$ cat config.mk
export PLATFORM = sky130hd
export DESIGN_NAME = reset_sequencer_clock_guard
export DESIGN_NICKNAME = d
export VERILOG_FILES = /design/src/design/clock_reset_pkg.sv /design/src/design/reset_sequencer_clock_guard.sv
export SDC_FILE = /design/constraint.sdc
export NUM_CORES = 1
export LEC_CHECK = 0
export BUFFER_PORTS_ARGS = -buffer_cell sky130_fd_sc_hd__clkbuf_2
export CAP_MARGIN = 20
export CORE_MARGIN = 5
export CORE_UTILIZATION = 35
export DETAILED_ROUTE_END_ITERATION = 8
export PLACE_DENSITY_LB_ADDON = 0.08
export SYNTH_ARGS = -nofsm -noshare
export SYNTH_HDL_FRONTEND = slang
export SYNTH_SLANG_ARGS = --single-unit
$ cat constraint.sdc
create_clock -name i_mclk -period 4.3 [get_ports i_mclk]
set_input_delay 0.43 -clock i_mclk [delete_from_list [all_inputs] [get_ports i_mclk]]
set_output_delay 0.43 -clock i_mclk [all_outputs]
set_load 0.01 [all_outputs]
$ cat src/design/clock_reset_pkg.sv
// constants and types shared by the reset sequencer and clock guard
package clock_reset_pkg;
   localparam int CLK_PERIOD_NS = 40;
   localparam int CNT_W = 16;
   localparam logic [CNT_W-1:0] STAB_CYCLES = 16'h1000;
   localparam logic [CNT_W-1:0] FETCH_CYCLES = 16'h0002;
   localparam logic [CNT_W-1:0] HOLD_SETTLE = 16'h0003;
   localparam logic [15:0] VECTOR_LO = 16'hfffe;
   localparam logic [15:0] VECTOR_HI = 16'hffff;
   localparam logic [3:0] ADDR_STATUS = 4'h0;
   localparam logic [3:0] ADDR_OPTION = 4'h4;
   localparam int BIT_WDG_FLAG = 0;
   localparam int BIT_SAFE_FLAG = 1;
   localparam int BIT_IRQ_EN = 2;
   localparam int BIT_LVD_FLAG = 4;
   localparam int OPT_LVL_LSB = 0;
   localparam int OPT_CLK_LSB = 2;
   localparam int OPT_CSS_BIT = 5;
   localparam int OPT_SAFE_BIT = 6;
   localparam int OPT_RST_BIT = 7;
   localparam logic STATUS_RESET = 1'b0;
   typedef enum logic [4:0] {
      ST_RUN = 5'b00001,
      ST_DRIVE = 5'b00010,
      ST_HOLD = 5'b00100,
      ST_STAB = 5'b01000,
      ST_FETCH = 5'b10000
   } seq_state_type;
   typedef enum logic [1:0] {
      SRC_EXT = 2'h0,
      SRC_LVD = 2'h1,
      SRC_WDG = 2'h2
   } reset_src_type;
   typedef enum logic [2:0] {
      CLK_EXTERNAL = 3'h0,
      CLK_RESON_0 = 3'h1,
      CLK_RESON_1 = 3'h2,
      CLK_RESON_2 = 3'h3,
      CLK_RESON_3 = 3'h4,
      CLK_EXT_RC = 3'h5,
      CLK_INT_RC = 3'h6
   } clk_type_type;
endpackage

$ cat src/design/reset_sequencer_clock_guard.sv
// reset sequencer with clock security system and avalon status registers
//
// Notes on behaviour
// - three reset sources: pin, low voltage, watchdog
// - every source drives reset pin low
// - vector fetched from fffe then ffff
// - phases: source delay, 4096 cycles, fetch
// - vector fetch lasts two cycles
// - pin low caught without the clock
// - external reset drives pin minimum width
// - watchdog underflow drives pin minimum width
// - pin held low while low voltage
// - low voltage flag set, cleared writing zero
// - threshold level fixed by option
// - oscillator keeps running during reset
// - seven clock source types by option
// - clock security enabled only by option
// - filter suppresses high frequency spikes
// - filtering continues after source recovers, while security is enabled
// - missing clock switches to backup oscillator
// - recovered clock switches back automatically
// - fault flag set, read clears, option forces
// - fault interrupt when flag and enable
// - watchdog flag cleared by zero or lvd
// - halt disables security, freezes fault flag and interrupt enable
//
// The implementer's own choices: register access over Avalon-MM and the register offsets.
`timescale 1ns/1ps
module reset_sequencer_clock_guard #(
   parameter int EXT_PULSE_NS = 1000,
   parameter int WDG_PULSE_NS = 1000,
   parameter int LVD_DELAY_NS = 1000,
   parameter int FILT_MIN_CYC = 2,
   parameter int BACKUP_PERIOD_CYC = 64
) (
   input wire logic i_mclk,
   input wire logic i_reset,
   input wire logic i_reset_pin_in,
   output logic o_reset_pin_out,
   output logic o_reset_pin_oe_n,
   input wire logic i_lvd_reset,
   input wire logic i_wdg_underflow,
   input wire logic i_halt,
   input wire logic i_main_clk,
   input wire logic [1:0] i_opt_lvd_level,
   input wire clock_reset_pkg::clk_type_type i_opt_clk_type,
   input wire logic i_opt_css_enable,
   output logic [1:0] o_lvd_level,
   output clock_reset_pkg::clk_type_type o_clk_type,
   output logic o_osc_enable,
   output logic o_sys_clk,
   output logic o_safe_clock_sel,
   output logic o_core_reset,
   output logic o_vector_fetch,
   output logic [15:0] o_vector_addr,
   output logic o_clock_fault_irq,
   input wire logic [3:0] i_avs_address,
   input wire logic i_avs_read,
   input wire logic i_avs_write,
   input wire logic [31:0] i_avs_writedata,
   input wire logic [3:0] i_avs_byteenable,
   output logic [31:0] o_avs_readdata,
   output logic o_avs_waitrequest
);
   import clock_reset_pkg::*;

   localparam int EXT_CYC_I = (EXT_PULSE_NS + CLK_PERIOD_NS - 1) / CLK_PERIOD_NS;
   localparam int WDG_CYC_I = (WDG_PULSE_NS + CLK_PERIOD_NS - 1) / CLK_PERIOD_NS;
   localparam int LVD_CYC_I = (LVD_DELAY_NS + CLK_PERIOD_NS - 1) / CLK_PERIOD_NS;
   localparam logic [CNT_W-1:0] EXT_LAST = CNT_W'((EXT_CYC_I < 1) ? 0 : EXT_CYC_I - 1);
   localparam logic [CNT_W-1:0] WDG_LAST = CNT_W'((WDG_CYC_I < 1) ? 0 : WDG_CYC_I - 1);
   localparam logic [CNT_W-1:0] LVD_LAST = CNT_W'((LVD_CYC_I < 1) ? 0 : LVD_CYC_I - 1);
   localparam logic [CNT_W-1:0] FILT_LAST = CNT_W'(FILT_MIN_CYC - 1);
   localparam logic [CNT_W-1:0] MISS_LAST = CNT_W'(BACKUP_PERIOD_CYC - 1);
   localparam logic [CNT_W-1:0] HALF_LAST = CNT_W'(BACKUP_PERIOD_CYC / 2 - 1);

   seq_state_type state_ff, nxt_state;
   reset_src_type src_ff, nxt_src;
   logic [CNT_W-1:0] cnt_ff, nxt_cnt, drive_last;
   logic ext_latch_ff, ext_sync1_ff, ext_sync2_ff, latch_clear;
   logic pin_oe_n_ff, core_reset_ff, fetch_ff;
   logic [15:0] vec_ff;
   logic opt_load_ff, css_en_ff;
   logic [1:0] lvl_ff;
   clk_type_type clk_type_ff;
   logic osc_en_ff;
   logic main_q_ff, filt_ff, filt_d_ff, filt_rise;
   logic [CNT_W-1:0] filt_cnt_ff, miss_cnt_ff, bk_cnt_ff;
   logic bk_lvl_ff, safe_sel_ff, sys_clk_ff;
   logic lvd_flag_ff, wdg_flag_ff, irq_en_ff, safe_flag_ff, irq_ff;
   logic wait_ff, wr_status, rd_status;
   logic [31:0] rdata_ff, status_word, option_word;
   logic [CNT_W-1:0] low_cnt_ff;

   // external pin caught asynchronously, then synchronised
   always_ff @(posedge i_mclk or negedge i_reset_pin_in) begin
      if (!i_reset_pin_in) begin
         ext_latch_ff <= 1'b1;
      end else if (i_reset || latch_clear) begin
         ext_latch_ff <= 1'b0;
      end
   end

   always_ff @(posedge i_mclk) begin
      ext_sync1_ff <= ext_latch_ff;
      ext_sync2_ff <= ext_sync1_ff;
   end

   assign latch_clear = (state_ff == ST_DRIVE) || (state_ff == ST_HOLD);

   always_comb begin
      case (src_ff)
         SRC_LVD: drive_last = LVD_LAST;
         SRC_WDG: drive_last = WDG_LAST;
         default: drive_last = EXT_LAST;
      endcase
   end

   // sequencer next state
   always_comb begin
      nxt_state = state_ff;
      nxt_src = src_ff;
      nxt_cnt = cnt_ff;
      if (i_lvd_reset) begin
         nxt_state = ST_DRIVE;
         nxt_src = SRC_LVD;
         nxt_cnt = '0;
      end else if (i_wdg_underflow) begin
         nxt_state = ST_DRIVE;
         nxt_src = SRC_WDG;
         nxt_cnt = '0;
      end else if (ext_sync2_ff && !latch_clear) begin
         nxt_state = ST_DRIVE;
         nxt_src = SRC_EXT;
         nxt_cnt = '0;
      end else begin
         case (state_ff)
            ST_DRIVE: begin
               if (cnt_ff >= drive_last) begin
                  nxt_state = ST_HOLD;
                  nxt_cnt = '0;
               end else begin
                  nxt_cnt = cnt_ff + 1'b1;
               end
            end
            ST_HOLD: begin
               if (ext_sync2_ff) begin
                  nxt_cnt = '0;
               end else if (cnt_ff == HOLD_SETTLE) begin
                  nxt_state = ST_STAB;
                  nxt_cnt = '0;
               end else begin
                  nxt_cnt = cnt_ff + 1'b1;
               end
            end
            ST_STAB: begin
               if (cnt_ff == STAB_CYCLES - 1'b1) begin
                  nxt_state = ST_FETCH;
                  nxt_cnt = '0;
               end else begin
                  nxt_cnt = cnt_ff + 1'b1;
               end
            end
            ST_FETCH: begin
               if (cnt_ff == FETCH_CYCLES - 1'b1) begin
                  nxt_state = ST_RUN;
                  nxt_cnt = '0;
               end else begin
                  nxt_cnt = cnt_ff + 1'b1;
               end
            end
            default: begin
               nxt_state = ST_RUN;
               nxt_cnt = '0;
            end
         endcase
      end
   end

   always_ff @(posedge i_mclk) begin
      if (i_reset) begin
         state_ff <= ST_HOLD;
         src_ff <= SRC_EXT;
         cnt_ff <= '0;
      end else begin
         state_ff <= nxt_state;
         src_ff <= nxt_src;
         cnt_ff <= nxt_cnt;
      end
   end

   // sequencer outputs, all released on a clock edge
   always_ff @(posedge i_mclk) begin
      if (i_reset) begin
         pin_oe_n_ff <= 1'b1;
         core_reset_ff <= 1'b1;
         fetch_ff <= 1'b0;
         vec_ff <= 16'h0000;
      end else begin
         pin_oe_n_ff <= (nxt_state != ST_DRIVE);
         core_reset_ff <= (nxt_state != ST_RUN) && (nxt_state != ST_FETCH);
         fetch_ff <= (nxt_state == ST_FETCH);
         if (nxt_state == ST_FETCH) begin
            vec_ff <= nxt_cnt[0] ? VECTOR_HI : VECTOR_LO;
         end else begin
            vec_ff <= 16'h0000;
         end
      end
   end

   // option straps caught once after reset release
   always_ff @(posedge i_mclk) begin
      if (i_reset) begin
         opt_load_ff <= 1'b1;
         lvl_ff <= 2'h0;
         clk_type_ff <= CLK_EXTERNAL;
         css_en_ff <= 1'b0;
      end else if (opt_load_ff) begin
         opt_load_ff <= 1'b0;
         lvl_ff <= i_opt_lvd_level;
         clk_type_ff <= i_opt_clk_type;
         css_en_ff <= i_opt_css_enable;
      end
   end

   always_ff @(posedge i_mclk) begin
      if (i_reset) begin
         osc_en_ff <= 1'b1;
      end else begin
         osc_en_ff <= !i_halt || (nxt_state != ST_RUN);
      end
   end

   // spike filter on the sampled main clock
   always_ff @(posedge i_mclk) begin
      if (i_reset) begin
         main_q_ff <= 1'b0;
         filt_ff <= 1'b0;
         filt_d_ff <= 1'b0;
         filt_cnt_ff <= '0;
      end else begin
         main_q_ff <= i_main_clk;
         filt_d_ff <= filt_ff;
         if (main_q_ff == filt_ff) begin
            filt_cnt_ff <= '0;
         end else if (filt_cnt_ff >= FILT_LAST) begin
            filt_ff <= main_q_ff;
            filt_cnt_ff <= '0;
         end else begin
            filt_cnt_ff <= filt_cnt_ff + 1'b1;
         end
      end
   end

   assign filt_rise = filt_ff && !filt_d_ff;

   // missing clock watch and backup selection
   always_ff @(posedge i_mclk) begin
      if (i_reset || !css_en_ff) begin
         miss_cnt_ff <= '0;
         safe_sel_ff <= 1'b0;
      end else if (!i_halt) begin
         if (filt_rise) begin
            miss_cnt_ff <= '0;
            safe_sel_ff <= 1'b0;
         end else if (miss_cnt_ff == MISS_LAST) begin
            safe_sel_ff <= 1'b1;
         end else begin
            miss_cnt_ff <= miss_cnt_ff + 1'b1;
         end
      end
   end

   // backup oscillator, stopped in halt
   always_ff @(posedge i_mclk) begin
      if (i_reset || !css_en_ff || i_halt) begin
         bk_cnt_ff <= '0;
         bk_lvl_ff <= 1'b0;
      end else if (bk_cnt_ff == HALF_LAST) begin
         bk_cnt_ff <= '0;
         bk_lvl_ff <= !bk_lvl_ff;
      end else begin
         bk_cnt_ff <= bk_cnt_ff + 1'b1;
      end
   end

   always_ff @(posedge i_mclk) begin
      if (i_reset || i_halt) begin
         sys_clk_ff <= 1'b0;
      end else if (!css_en_ff) begin
         sys_clk_ff <= main_q_ff;
      end else if (safe_sel_ff) begin
         sys_clk_ff <= bk_lvl_ff;
      end else begin
         sys_clk_ff <= filt_ff;
      end
   end

   // avalon slave, one wait cycle per access
   always_ff @(posedge i_mclk) begin
      if (i_reset) begin
         wait_ff <= 1'b1;
      end else if ((i_avs_read || i_avs_write) && wait_ff) begin
         wait_ff <= 1'b0;
      end else begin
         wait_ff <= 1'b1;
      end
   end

   assign wr_status = i_avs_write && !wait_ff && i_avs_byteenable[0]
      && (i_avs_address == ADDR_STATUS);
   assign rd_status = i_avs_read && !wait_ff && (i_avs_address == ADDR_STATUS);

   always_comb begin
      status_word = 32'h0000_0000;
      status_word[BIT_LVD_FLAG] = lvd_flag_ff;
      status_word[BIT_IRQ_EN] = irq_en_ff;
      status_word[BIT_SAFE_FLAG] = safe_flag_ff;
      status_word[BIT_WDG_FLAG] = wdg_flag_ff;
      option_word = 32'h0000_0000;
      option_word[OPT_LVL_LSB +: 2] = lvl_ff;
      option_word[OPT_CLK_LSB +: 3] = clk_type_ff;
      option_word[OPT_CSS_BIT] = css_en_ff;
      option_word[OPT_SAFE_BIT] = safe_sel_ff;
      option_word[OPT_RST_BIT] = core_reset_ff;
   end

   always_ff @(posedge i_mclk) begin
      if (i_reset) begin
         rdata_ff <= 32'h0000_0000;
      end else if (i_avs_read && wait_ff) begin
         if (i_avs_address == ADDR_STATUS) begin
            rdata_ff <= status_word;
         end else if (i_avs_address == ADDR_OPTION) begin
            rdata_ff <= option_word;
         end else begin
            rdata_ff <= 32'h0000_0000;
         end
      end
   end

   // reset cause flags
   always_ff @(posedge i_mclk) begin
      if (i_reset) begin
         lvd_flag_ff <= STATUS_RESET;
      end else if (i_lvd_reset) begin
         lvd_flag_ff <= 1'b1;
      end else if (wr_status && !i_avs_writedata[BIT_LVD_FLAG]) begin
         lvd_flag_ff <= 1'b0;
      end
   end

   always_ff @(posedge i_mclk) begin
      if (i_reset) begin
         wdg_flag_ff <= STATUS_RESET;
      end else if (i_lvd_reset) begin
         wdg_flag_ff <= 1'b0;
      end else if (i_wdg_underflow) begin
         wdg_flag_ff <= 1'b1;
      end else if (wr_status && !i_avs_writedata[BIT_WDG_FLAG]) begin
         wdg_flag_ff <= 1'b0;
      end
   end

   always_ff @(posedge i_mclk) begin
      if (i_reset) begin
         irq_en_ff <= STATUS_RESET;
      end else if (wr_status && !i_halt) begin
         irq_en_ff <= i_avs_writedata[BIT_IRQ_EN];
      end
   end

   always_ff @(posedge i_mclk) begin
      if (i_reset || !css_en_ff) begin
         safe_flag_ff <= 1'b0;
      end else if (!i_halt) begin
         if (safe_sel_ff) begin
            safe_flag_ff <= 1'b1;
         end else if (rd_status) begin
            safe_flag_ff <= 1'b0;
         end
      end
   end

   always_ff @(posedge i_mclk) begin
      if (i_reset) begin
         irq_ff <= 1'b0;
      end else begin
         irq_ff <= safe_flag_ff && irq_en_ff && css_en_ff;
      end
   end

   assign o_reset_pin_out = 1'b0;
   assign o_reset_pin_oe_n = pin_oe_n_ff;
   assign o_lvd_level = lvl_ff;
   assign o_clk_type = clk_type_ff;
   assign o_osc_enable = osc_en_ff;
   assign o_sys_clk = sys_clk_ff;
   assign o_safe_clock_sel = safe_sel_ff;
   assign o_core_reset = core_reset_ff;
   assign o_vector_fetch = fetch_ff;
   assign o_vector_addr = vec_ff;
   assign o_clock_fault_irq = irq_ff;
   assign o_avs_readdata = rdata_ff;
   assign o_avs_waitrequest = wait_ff;

   // cycles the reset pin has been driven low so far
   always_ff @(posedge i_mclk) begin
      if (i_reset || pin_oe_n_ff) begin
         low_cnt_ff <= '0;
      end else if (low_cnt_ff != '1) begin
         low_cnt_ff <= low_cnt_ff + 1'b1;
      end
   end
endmodule

==> results of run 1 <==
[metal layers]
layer,wire length [um],track usage,vias to the layer above
li1,-,-,1771
met1,4513,0.1678,1541
met2,4067,0.1920,65
met3,525,0.02498,14
met4,192,0.06092,0
met5,0,0,-
[flip-flops by register name, indices dropped and copies added (netlist names), 2 cells and up]
register,flops
bk_cnt_ff,16
filt_cnt_ff,16
o_clk_type,3
o_avs_readdata,8
cnt_ff,16
o_vector_addr,2
o_lvd_level,2
state_ff,5
miss_cnt_ff,16
[cells by family (layout without fill, tap and decap cells)]
kind of cell,after synthesis,in the layout,synth area share
xor+xnor,44,44,0.08473
other cells,1,38,0.0008245
compound gates,48,48,0.06988
buf+inv,73,98,0.09656
fa+ha+maj,8,8,0.02201
flops,105,105,0.4636
mux,8,8,0.01761
simple gates,209,209,0.2448
[cells in the final DEF, fill, tap and decap left out, types with 4 or more instances in the layout]
master	n
sky130_fd_sc_hd__nor3_1	29
sky130_fd_sc_hd__clkbuf_2	59
sky130_fd_sc_hd__clkbuf_16	9
sky130_fd_sc_hd__nand3_1	27
sky130_fd_sc_hd__dfxtp_1	104
sky130_fd_sc_hd__inv_1	19
sky130_fd_sc_hd__nor4_1	12
sky130_fd_sc_hd__xnor2_1	26
sky130_fd_sc_hd__a211oi_1	5
sky130_fd_sc_hd__o21ai_0	8
sky130_fd_sc_hd__mux2i_1	8
sky130_fd_sc_hd__a21oi_1	14
sky130_fd_sc_hd__nor4b_1	5
sky130_fd_sc_hd__nor2_1	64
sky130_fd_sc_hd__nor2b_1	4
sky130_fd_sc_hd__nand2_1	23
sky130_fd_sc_hd__or3_1	4
sky130_fd_sc_hd__conb_1	38
sky130_fd_sc_hd__ha_1	8
sky130_fd_sc_hd__a221oi_1	4
sky130_fd_sc_hd__nand4_1	10
sky130_fd_sc_hd__xor2_1	18
sky130_fd_sc_hd__and3_1	10
[cell usage after synthesis (all sizes together) (6+ instances only)]
cell type,number
ha,8
nand2,23
xnor2,26
dfxtp,104
mux2i,8
nor4,16
nand3,27
clkbuf,6
xor2,18
inv,19
a21oi,14
nor2,64
nor3,29
and3,10
nand4,10
buf,48
o21ai,9
[per-stage QoR]
stage	power (mW)	util	instance area, um^2	hold WS, ns	std cells
after global routing	2.078	0.4101	5196	0.2808	730
final	1.994	0.4101	5196	0.2917	730
after CTS	2.031	0.4101	5196	0.2817	730
after detailed placement	1.128	0.3832	4856	0.3182	713
after global placement	1.126	0.3823	4845	0.3154	712
after floorplan	1.110	-	4687	0.2822	533
[where the power goes]
group / total (mW) / switching [mW] / internal (mW)
registers: 1.01 / 0.0154 / 0.992
logic: 0.0976 / 0.0620 / 0.0356
clock network: 0.889 / 0.362 / 0.527
total: 1.99 / 0.439 / 1.55
[path summary, 6_finish.rpt]
kind | start | end | slack (ns) | depth (start not counted)
worst max register to register | cnt_ff[0] | cnt_ff[8] | 1.85 | 6
max in group asynchronous | i_reset_pin_in | ext_latch_ff | 3.72 | 2
worst min-delay path | i_lvd_reset | wdg_flag_ff | 0.29 | 2
worst min register to register | ext_sync1_ff | ext_sync2_ff | 0.33 | 0
worst max-delay path | cnt_ff[0] | cnt_ff[8] | 1.85 | 6
min in group asynchronous | i_reset_pin_in | ext_latch_ff | 0.56 | 2
[layout make-up]
class | instances | area [um^2] | area share
Clock buffer | 10 | 239.0 | 0.04599
Multi-Input combinational cell | 355 | 2140 | 0.4118
Tap cell | 172 | 215.2 | 0.04142
Clock inverter | 6 | 91.34 | 0.01758
Inverter | 19 | 71.32 | 0.01373
Timing Repair Buffer | 63 | 331.6 | 0.06381
Sequential cell | 105 | 2108 | 0.4057
[worst reg2reg max path: stages, from the launching register on]
cell and delay [ns]:
sky130_fd_sc_hd__dfxtp_1 0.38, sky130_fd_sc_hd__ha_1 0.34, sky130_fd_sc_hd__nand3_1 0.19, sky130_fd_sc_hd__nor4_4 0.29
sky130_fd_sc_hd__a21oi_1 0.21, sky130_fd_sc_hd__nor4_4 0.78, sky130_fd_sc_hd__nor3_1 0.11
==> results, run 1 <==
- The run finished with clean final reports.
- The via count of the first global-routing pass came to 3115.
- The floorplan step set the die height to 124.0 um.
- The clock-pin slew of the registers on the worst-case setup and hold paths is 0.07 ns.
- Broken down by cell family, the worst path's largest delay share belongs to simple AND/OR/NAND/NOR gates.
- The half-perimeter wire length after placement is 6733 um.
- Clock tree synthesis inserted a total of 9 buffers.
- The routed layout has 3391 vias.
- The critical path in this run is classified as reg -> reg.
- The total congestion overflow after global routing is 0.
- The worst-case IR drop observed on VDD is 182.4 uV.
- The largest driver fanout on the critical path is 16.
- The required time at the worst-slack endpoint is 4.49 ns.
- The share of flip-flops with an asynchronous set or reset after synthesis is 0.009524.
- The final-report hold violation count is 0.
- The most used flip-flop cell after synthesis is sky130_fd_sc_hd__dfxtp_1.
- The flip-flop and latch count after synthesis is 105.
- The number of buffers added on ports is 59.
- The synthesized netlist occupies a cell area of 0.004548 mm^2.
- The type of the most critical hold path is in -> reg.
- The fmax is 407.8 MHz.
- The final clock period utilization by the worst path is 0.5703.
- After synthesis, the cell types taking the most area are sky130_fd_sc_hd__dfxtp_1 46%, sky130_fd_sc_hd__buf_4 6.4%, sky130_fd_sc_hd__nor2_1 5.3%, sky130_fd_sc_hd__xnor2_1 5.0%, sky130_fd_sc_hd__xor2_1 3.5%.
- The first TritonRoute pass finished after 4 iterations.
- The number of antenna violations at the first check in global routing was 0.
- The layout overhead on the synthesized area is 14.25%.
- The number of violations reported at the end of detailed-routing iteration 0 is 195.
- The number of vias per cell after detailed routing is 4.645.
- The total core area is 0.01267 mm^2.
- For this configuration, the core starts out at a cell density of 0.3589.
- The maximum clock path buffer count is 2.
- Once detail routing completed, the nets flagged for antenna violations numbered 0.
- The number of different library cells used by synthesis comes to 50.
- For this run, design rule violations remaining after detail routing come to 0.
- The final-layout fill cell count is 1336.
- The data arrival at the endpoint of the critical path is 2.64 ns.
- The clock reaches the later pin of the worst-skew pair after 0.34 ns.
- In the final layout, the share of cells above drive strength 1 is 0.1523.
- The boundary pin count is 117.
- The H-tree level count is 3.
- The worst path in the final design needs a cycle of 2.452 ns, including I/O delays and setup.
- The number of max-slew violations in the final report was 0.
- Walking the worst path, the cells encountered are ha_1, nand3_1, nor4_4, a21oi_1, nor4_4, nor3_1.
- The TritonCTS clock tree is built.
- The clock sink count is 105.
- The actual transition at the worst max-transition pin is 0.8970 ns.
- The number of hold buffers added after CTS was 1.
- The aggregate routed wire length is 9299 um.
- The startpoint type of the worst setup path is a flop.
- The number of violations of the max-capacitance limit is 0.
- The top-area cell type share of the netlist area is 0.4578.
- The worst max-slew margin expressed relative to the limit is 0.3975.
- The number of setup buffers added after CTS is 0.
- The synthesized design spends more area on one cell type than any other, namely sky130_fd_sc_hd__dfxtp_1.
- Together, buffers and inverters on the worst path number 0.
- The number of enable-type register cells in the synthesized netlist is 0.
- The die area is 0.01537 mm^2.
- From left edge to right edge, the die measures 124.0 um.
- Entering global routing, the biggest net connects 33 pins.
- The congestion estimate from routability-driven global placement came to 0.7749.
- The first-pass GRT wire length is 15190 um.
- The final worst-path setup slack is 1.848 ns.
- The final sum of negative setup slack is 0 ns.
- Dividing the synthesized area by the synthesized cell count gives 9.170 um^2.
- Clock skew on the completed layout was measured at 0.006544 ns.
- The total routing usage reported by global routing is 0.1250.
- The root buffer selected by CTS is sky130_fd_sc_hd__clkbuf_16.
- The kind of end point of the critical path is a flop.
- The number of antenna diodes in the final layout is 0.
- The worst-case setup slack after placement is 1.802 ns.
- In this design, the stage delay of the slowest critical-path cell is 0.78 ns.
- The floorplan row count is 41.
- Setup repair after global routing left no endpoint under its margin.
- Yosys printed 0 warnings.
- The count of nets after finishing is 616.
- Summed over all cells, the static leakage comes to 1.987 nW.
- The largest individual stage delay along the critical path comes from the cell sky130_fd_sc_hd__nor4_4.
- The part of the Yosys area used for sequential elements is 0.4635.
- The number of cells upsized or downsized after cts is 0.
- Setup violations remaining at the end of the flow were counted as 0.
- In the synthesized netlist, the number of instances is 496.
- The library cell appearing most often on the critical path is sky130_fd_sc_hd__nor4_4.
- After detailed routing, the average wire length per cell comes to 12.74 um.
- Power spread over the standard cell area amounts to 383.7 mW/mm^2.
Power figures use the tool's default switching activity.
==> run 2, diff against run 1 <==
==> constraint.sdc (replaced) <==
create_clock -name i_mclk -period 2 [get_ports i_mclk]
set_input_delay 0.2 -clock i_mclk [delete_from_list [all_inputs] [get_ports i_mclk]]
set_output_delay 0.2 -clock i_mclk [all_outputs]
set_load 0.01 [all_outputs]
==> run 2 against run 1 <==
Against the previous run: wire length grew 1.5%; critical path depth is the same; core utilization grew 1.5 points; via count grew 0.80%; setup slack lost 1.7 ns; global-route usage grew 0.19 points; first-iteration DRC count shrank 16%; hold slack lost 0.22 ns; sequential share of layout area shrank 1.4 points; non-clock buffer count grew 19; combinational power grew 130%; critical endpoint is now cnt_ff[0].
==> results, run 2 (synthesized netlist as in run 1, its figures left out) <==
- The run finished with clean final reports.
- The fraction of final layout cells sized beyond drive strength 1 is 0.1889 (+0.03658).
- The placed cell area is 0.004987 mm^2 (+2.7%).
- The critical path goes through nor4_4, and4b_2, a31oi_1, nor4_4, buf_4, nor3_1.
- The total power density per cell area is 823.1 mW/mm^2 (+110%).
- The number of buffers inserted during clock tree synthesis is 9 (unchanged).
- The aggregate routed wire length is 9441 um (+1.5%).
- The number of violations of the max-capacitance limit was 0 (unchanged).
- The design internal power is 3.484 mW (+120%).
- The total instance count after detailed placement is 731 (+2.5%).
- Counting stages on the worst path, the most repeated cell is sky130_fd_sc_hd__nor4_4.
- The switching component of the power was 947.9 uW (+120%).
- The initial standard-cell utilization of the core is 0.3589 (unchanged).
- The total core area is 0.01267 mm^2 (unchanged).
- The power share of the clock group is 0.460 (+0.014).
- The boundary pin count came to 117 (unchanged).
- The total routing usage reported by global routing is 0.1269 (+0.001926).
- The fmax is 531.3 MHz (+30%).
- The top cell types in the final layout, fill and taps aside, are 103 x sky130_fd_sc_hd__dfxtp_1, 64 x sky130_fd_sc_hd__nor2_1, 59 x sky130_fd_sc_hd__clkbuf_2, 38 x sky130_fd_sc_hd__conb_1, 29 x sky130_fd_sc_hd__nor3_1.
- The H-tree level count is 3 (unchanged).
- The wire length per cell after detailed routing is 12.60 um (-1.0%).
- The class of the most critical setup path is reg -> reg.
- The antenna diode instance count came to 0 (unchanged).
- The largest driver fanout on the critical path is 6 (-10).
- The root buffer selected by CTS is sky130_fd_sc_hd__clkbuf_16.
- The number of violations reported at the end of detailed-routing iteration 0 is 164 (-16%).
- The leading cell type in the layout, fill and taps excluded is sky130_fd_sc_hd__dfxtp_1.
- The number of buffer and inverter instances along the worst setup path was 1 (+1).
- The largest net degree at the start of global routing is 32 (-3.0%).
- The post-route minimum period is 1.882 ns (-0.5701 ns).
- The residual DRC count was 0 (unchanged).
- The half-perimeter wire length after placement is 7047 um (+4.7%).
- The type of the most critical hold path is in -> reg.
- The number of vias per cell after detailed routing was 4.563 (-1.8%).
- The worst clock skew on the final layout came to 0.005053 ns (-0.001491 ns).
- The die area is 0.01537 mm^2 (unchanged).
- The worst-case setup slack after placement is 0.05238 ns (-1.749 ns).
- The combinational group share of total power is 0.051 (+0.002).
- The vias after detailed routing is 3418 (+0.80%).
- The static leakage came to 2.096 nW (+5.5%).
- The via count of the first global-routing pass came to 3175 (+1.9%).
- The register share of total power is 0.489 (-0.016).
- The number of buffers added on ports came to 59 (unchanged).
- The number of setup violations in the final report came to 0 (unchanged).
- The global placement routability congestion is 0.8144 (+5.1%).
- The die width was 124.0 um (unchanged).
- The number of antenna violations at the first check in global routing is 0 (unchanged).
- The height of the die was 124.0 um (unchanged).
- The data arrival at the endpoint of the critical path was 2.10 ns (-0.54 ns).
- The first-pass GRT wire length is 15330 um (+0.91%).
- The final-report hold violation count is 0 (unchanged).
- The clock sink count is 105 (unchanged).
- The worst max-slew margin expressed relative to the limit is 0.6177 (+0.2202).
- The maximum clock path buffer count is 2 (unchanged).
- The cell with the largest stage delay on the worst path is sky130_fd_sc_hd__dfxtp_1.
- The worst hold slack is 0.06703 ns (-0.2247 ns).
- The switching share of power is 0.2139 (-0.006328).
- The total non-filler cell area in the finished layout came to 0.005385 mm^2 (+3.6%).
- The count of TritonRoute iterations in the first routing pass is 4 (unchanged).
- The power after layout is 4.432 mW (+120%).
- The total congestion overflow after global routing was 0 (unchanged).
- STA classifies the critical path startpoint as a flop.
- The final worst-path setup slack was 0.1179 ns (-1.730 ns).
- Compared with the post-synthesis result, the final layout area differs by 18.40%.
- The final design utilization is 0.4250 (+0.01491).
- The post-route non-filler standard cell count is 749 (+2.6%).
- The worst supply voltage drop on vdd came to 431.2 uV (+140%).
- The final clock period utilization by the worst path is 0.9410 (+0.3708).
- The top cell family by delay on the critical path is simple AND/OR/NAND/NOR gates.
- The floorplan row count was 41 (unchanged).
- TritonCTS built the clock tree.
- The number of max-slew violations in the final report came to 0 (unchanged).
- The clock network latency to the later pin of the worst-skew pair came to 0.34 ns (about the same).
- The delay of the slowest critical-path stage is 0.36 ns (-0.42 ns).
- The required time at the worst-slack endpoint is 2.22 ns (-2.27 ns).
- The kind of end point of the critical path is a flop.
- The count of nets after finishing is 635 (+3.1%).
- The final sum of negative setup slack is 0 ns (unchanged).
- The actual transition at the worst max-transition pin is 0.5591 ns (-0.3380 ns).
- The clock-pin slew of the registers on the worst-case setup and hold paths came to 0.07 ns (about the same).
- The number of antenna-violating nets in the routed design is 0 (unchanged).
-- run 2: changes by cell type in the layout (fill, tap and decap cells not counted), sizes merged --
cell	before	now
buf	3	22
clkinv	1	0
bufinv	2	3
clkinvlp	3	2
inv	19	20
-- run 2: path summary, 6_finish.rpt --
| check | startpoint | to | slack [ns] | depth (start not counted) |
|---|---|---|---|---|
| hold / removal | i_lvd_reset | wdg_flag_ff | 0.07 | 2 |
| hold reg to reg | ext_sync1_ff | ext_sync2_ff | 0.33 | 0 |
| min in group asynchronous | i_reset_pin_in | ext_latch_ff | 0.32 | 2 |
| setup reg to reg | cnt_ff[13] | cnt_ff[0] | 0.12 | 6 |
| max in group asynchronous | i_reset_pin_in | ext_latch_ff | 1.66 | 2 |
| setup / recovery | cnt_ff[13] | cnt_ff[0] | 0.12 | 6 |
-- run 2: repair_timing --
item                                   in CTS  in global routing
endpoints found under the hold margin       1                  0
buffers inserted                            0                  1
gates resized for setup                     0                  6
hold buffers                                1                  0
setup endpoints to repair                   0                 12
-- run 2: power by group through the flow --
stage               Combinational (mW)  Sequential (mW)  Clock, mW
finish                           0.228             2.17       2.04
global route                     0.257             2.17       2.20
CTS                              0.226             2.17       2.11
detailed placement               0.224             2.21          0
global placement                 0.223             2.21          0
floorplan                        0.177             2.21          0
-- run 2: cell type report --
cell class	instances	area (um^2)
clock buffers	10	239.0
repair buffers	82	474.2
clock inverters	6	113.9
flip-flops and latches	105	2110
fillers	1293	7286
inverters	19	71.32
well taps	172	215.2
multi-input cells	355	2162
-- run 2: worst reg2reg max path: cells and delay by family (launching register included) --
family / cells / cell delay, ns
AO/OA/AOI/OAI: 1 / 0.15
buffers and inverters: 1 / 0.20
flip-flops: 1 / 0.36
AND/OR/NAND/NOR: 4 / 1.06
-- run 2: layer usage --
metal,share of wire,track usage
met4,0.018,0.05749
met2,0.45,0.1984
met3,0.051,0.02816
met1,0.48,0.1675
met5,0,0
==> run 3, diff against run 2 <==
--- a/config.mk
+++ b/config.mk
@@ -11,6 +11,7 @@
 export CORE_UTILIZATION = 35
 export DETAILED_ROUTE_END_ITERATION = 8
 export PLACE_DENSITY_LB_ADDON = 0.08
+export RECOVER_POWER = 50
 export SYNTH_ARGS = -nofsm -noshare
 export SYNTH_HDL_FRONTEND = slang
 export SYNTH_SLANG_ARGS = --single-unit
==> run 3 against run 2 <==
Against the previous run: setup slack barely moved; sequential power barely moved; clock-buffer cell count is the same; power hardly changed; combinational power decreased by 2%; critical endpoint unchanged; first-iteration DRC count up 6.7%; non-clock buffer count stayed put; fmax barely moved; critical path depth is the same; final cell count stayed put.
==> results, run 3 (synthesized netlist as in run 1, its figures left out) <==
- The count of nets after finishing is 635 (unchanged).
- The number of buffers inserted during clock tree synthesis was 9 (unchanged).
- The root buffer selected by CTS is sky130_fd_sc_hd__clkbuf_16.
- The floorplan row count came to 41 (unchanged).
- The clock sink count is 105 (unchanged).
- The worst hold slack is 0.06549 ns (-0.001534 ns).
- The H-tree level count came to 3 (unchanged).
- TritonCTS built the clock tree.
- The number of antenna-violating nets in the routed design is 0 (unchanged).
- The total core area is 0.01267 mm^2 (unchanged).
- The type of the most critical hold path is in -> reg.
- The flow ran to the end, and the final reports show no timing, DRC or antenna violations.
- The detailed-routed wire length on met3 is 473 um (-2.3%).
- The static leakage was 1.972 nW (-5.9%).
- The worst max-slew margin expressed relative to the limit is 0.6179 (about the same).
- The number of vias per cell after detailed routing is 4.567 (about the same).
- The first-pass GRT wire length came to 15330 um (unchanged).
- The kind of end point of the critical path is a flop.
- The clock-pin slew of the registers on the worst-case setup and hold paths is 0.07 ns (about the same).
- The number of setup violations in the final report came to 0 (unchanged).
- The actual transition at the worst max-transition pin is 0.5586 ns (-0.0004116 ns).
- The detailed router used layers up to and including met4.
- By startpoint and endpoint, the worst setup path is classified as reg -> reg.
- The number of buffers added on ports is 59 (unchanged).
- The residual DRC count is 0 (unchanged).
- The boundary pin count came to 117 (unchanged).
- The height of the die is 124.0 um (unchanged).
- Relative to the synthesized area, the layout overhead comes to 17.33%.
- The fmax came to 531.3 MHz (about the same).
- The final-layout fill cell count is 1313 (+1.5%).
- The number of violations reported at the end of detailed-routing iteration 0 came to 175 (+6.7%).
- The post-route minimum period is 1.882 ns (-0.000009000 ns).
- The length of routed wiring on met1 is 4614 um (+1.1%).
- The clock network latency to the later pin of the worst-skew pair is 0.34 ns (about the same).
- The initial standard-cell utilization of the core is 0.3589 (unchanged).
- The half-perimeter wire length after placement was 7047 um (unchanged).
- The count of TritonRoute iterations in the first routing pass is 4 (unchanged).
- The required time at the worst-slack endpoint is 2.22 ns (about the same).
- The global placement routability congestion was 0.8144 (unchanged).
- The die area is 0.01537 mm^2 (unchanged).
- STA classifies the critical path startpoint as a flop.
- The wire length per cell after detailed routing is 12.65 um (+0.39%).
- The die width was 124.0 um (unchanged).
- The number of antenna violations at the first check in global routing came to 0 (unchanged).
- The total routing usage reported by global routing was 0.1269 (unchanged).
- The worst supply voltage drop on vdd is 432.2 uV (+0.22%).
- In the layout the commonest cells are 103 x sky130_fd_sc_hd__dfxtp_1, 64 x sky130_fd_sc_hd__nor2_1, 38 x sky130_fd_sc_hd__conb_1, 37 x sky130_fd_sc_hd__clkbuf_1, 29 x sky130_fd_sc_hd__nor3_1.
- The number of violations of the max-capacitance limit is 0 (unchanged).
- The final-report hold violation count is 0 (unchanged).
- The maximum clock path buffer count is 2 (unchanged).
- The total congestion overflow after global routing is 0 (unchanged).
- The via count of the first global-routing pass is 3175 (unchanged).
- The power after layout is 4.428 mW (about the same).
- The leading cell type in the layout, fill and taps excluded is sky130_fd_sc_hd__dfxtp_1.
- The final clock period utilization by the worst path is 0.9410 (about the same).
- The worst clock skew on the final layout came to 0.005214 ns (+0.0001608 ns).
- The antenna diode instance count was 0 (unchanged).
- The total power density per cell area is 829.8 mW/mm^2 (+0.82%).
- The number of max-slew violations in the final report is 0 (unchanged).
- The largest driver fanout on the critical path came to 6 (unchanged).
- The fraction of final layout cells sized beyond drive strength 1 is 0.1248 (-0.06412).
- The aggregate routed wire length came to 9478 um (+0.39%).
- The largest net degree at the start of global routing was 32 (unchanged).
- The vias after detailed routing is 3421 (+0.088%).
- The data arrival at the endpoint of the critical path came to 2.10 ns (about the same).
- The met2 layer wire length in the routed design came to 4222 um (about the same).
==> run 3: metrics by stage <==
| stage | cells | cell area (um^2) | TNS, ns | utilization | setup WS, ns |
|---|---|---|---|---|---|
| final | 749 | 5336 | 0 | 0.4212 | 0.1179 |
| after global routing | 749 | 5336 | -0.0003415 | 0.4212 | -0.0003415 |
| after CTS | 748 | 5350 | 0 | 0.4222 | 0.05911 |
| after detailed placement | 731 | 4987 | 0 | 0.3936 | 0.05238 |
| after global placement | 731 | 4987 | 0 | 0.3936 | 0.07886 |
| after floorplan | 533 | 4687 | 0 | - | 0.004362 |
==> run 3: what timing repair did <==
item,4_1_cts,5_1_grt
hold endpoints to repair,1,0
resized for setup,0,6
buffers inserted,0,1
endpoints found under the setup margin,0,12
hold buffers,1,0
==> run 3: power by group <==
part | switching, mW | internal (mW)
registers | 0.0326 | 2.13
logic | 0.139 | 0.0838
clock network | 0.778 | 1.26
==> run 3: routing by layer <==
layer	vias to the layer above	GRT usage
met3	11	0.02816
met4	0	0.05749
li1	1795	-
met2	61	0.1984
met1	1554	0.1675
met5	-	0
==> run 3: layout make-up <==
| type | instances | area, um^2 | share of cell area |
|---|---|---|---|
| repair buffers | 82 | 425.4 | 0.07972 |
| clock inverters | 6 | 113.9 | 0.02134 |
| inverters | 19 | 71.32 | 0.01336 |
| flip-flops and latches | 105 | 2110 | 0.3953 |
| well taps | 172 | 215.2 | 0.04033 |
| multi-input cells | 355 | 2162 | 0.4052 |
| clock buffers | 10 | 239.0 | 0.04478 |
==> run 3: worst paths after layout <==
check                                from            to  slack (ns)  cells after the start
max                            cnt_ff[13]     cnt_ff[0]        0.12                      6
min                           i_lvd_reset   wdg_flag_ff        0.07                      2
max reg2reg                    cnt_ff[13]     cnt_ff[0]        0.12                      6
min reg2reg                  ext_sync1_ff  ext_sync2_ff        0.33                      0
max in group asynchronous  i_reset_pin_in  ext_latch_ff        1.66                      2
min in group asynchronous  i_reset_pin_in  ext_latch_ff        0.32                      2
==> run 3: critical path, cell delays in order, from the launching register on <==
cell                      delay (ns)
sky130_fd_sc_hd__dfxtp_1        0.36
sky130_fd_sc_hd__nor4_4         0.35
sky130_fd_sc_hd__and4b_2        0.33
sky130_fd_sc_hd__a31oi_1        0.14
sky130_fd_sc_hd__nor4_4         0.33
sky130_fd_sc_hd__buf_4          0.20
sky130_fd_sc_hd__nor3_1         0.05
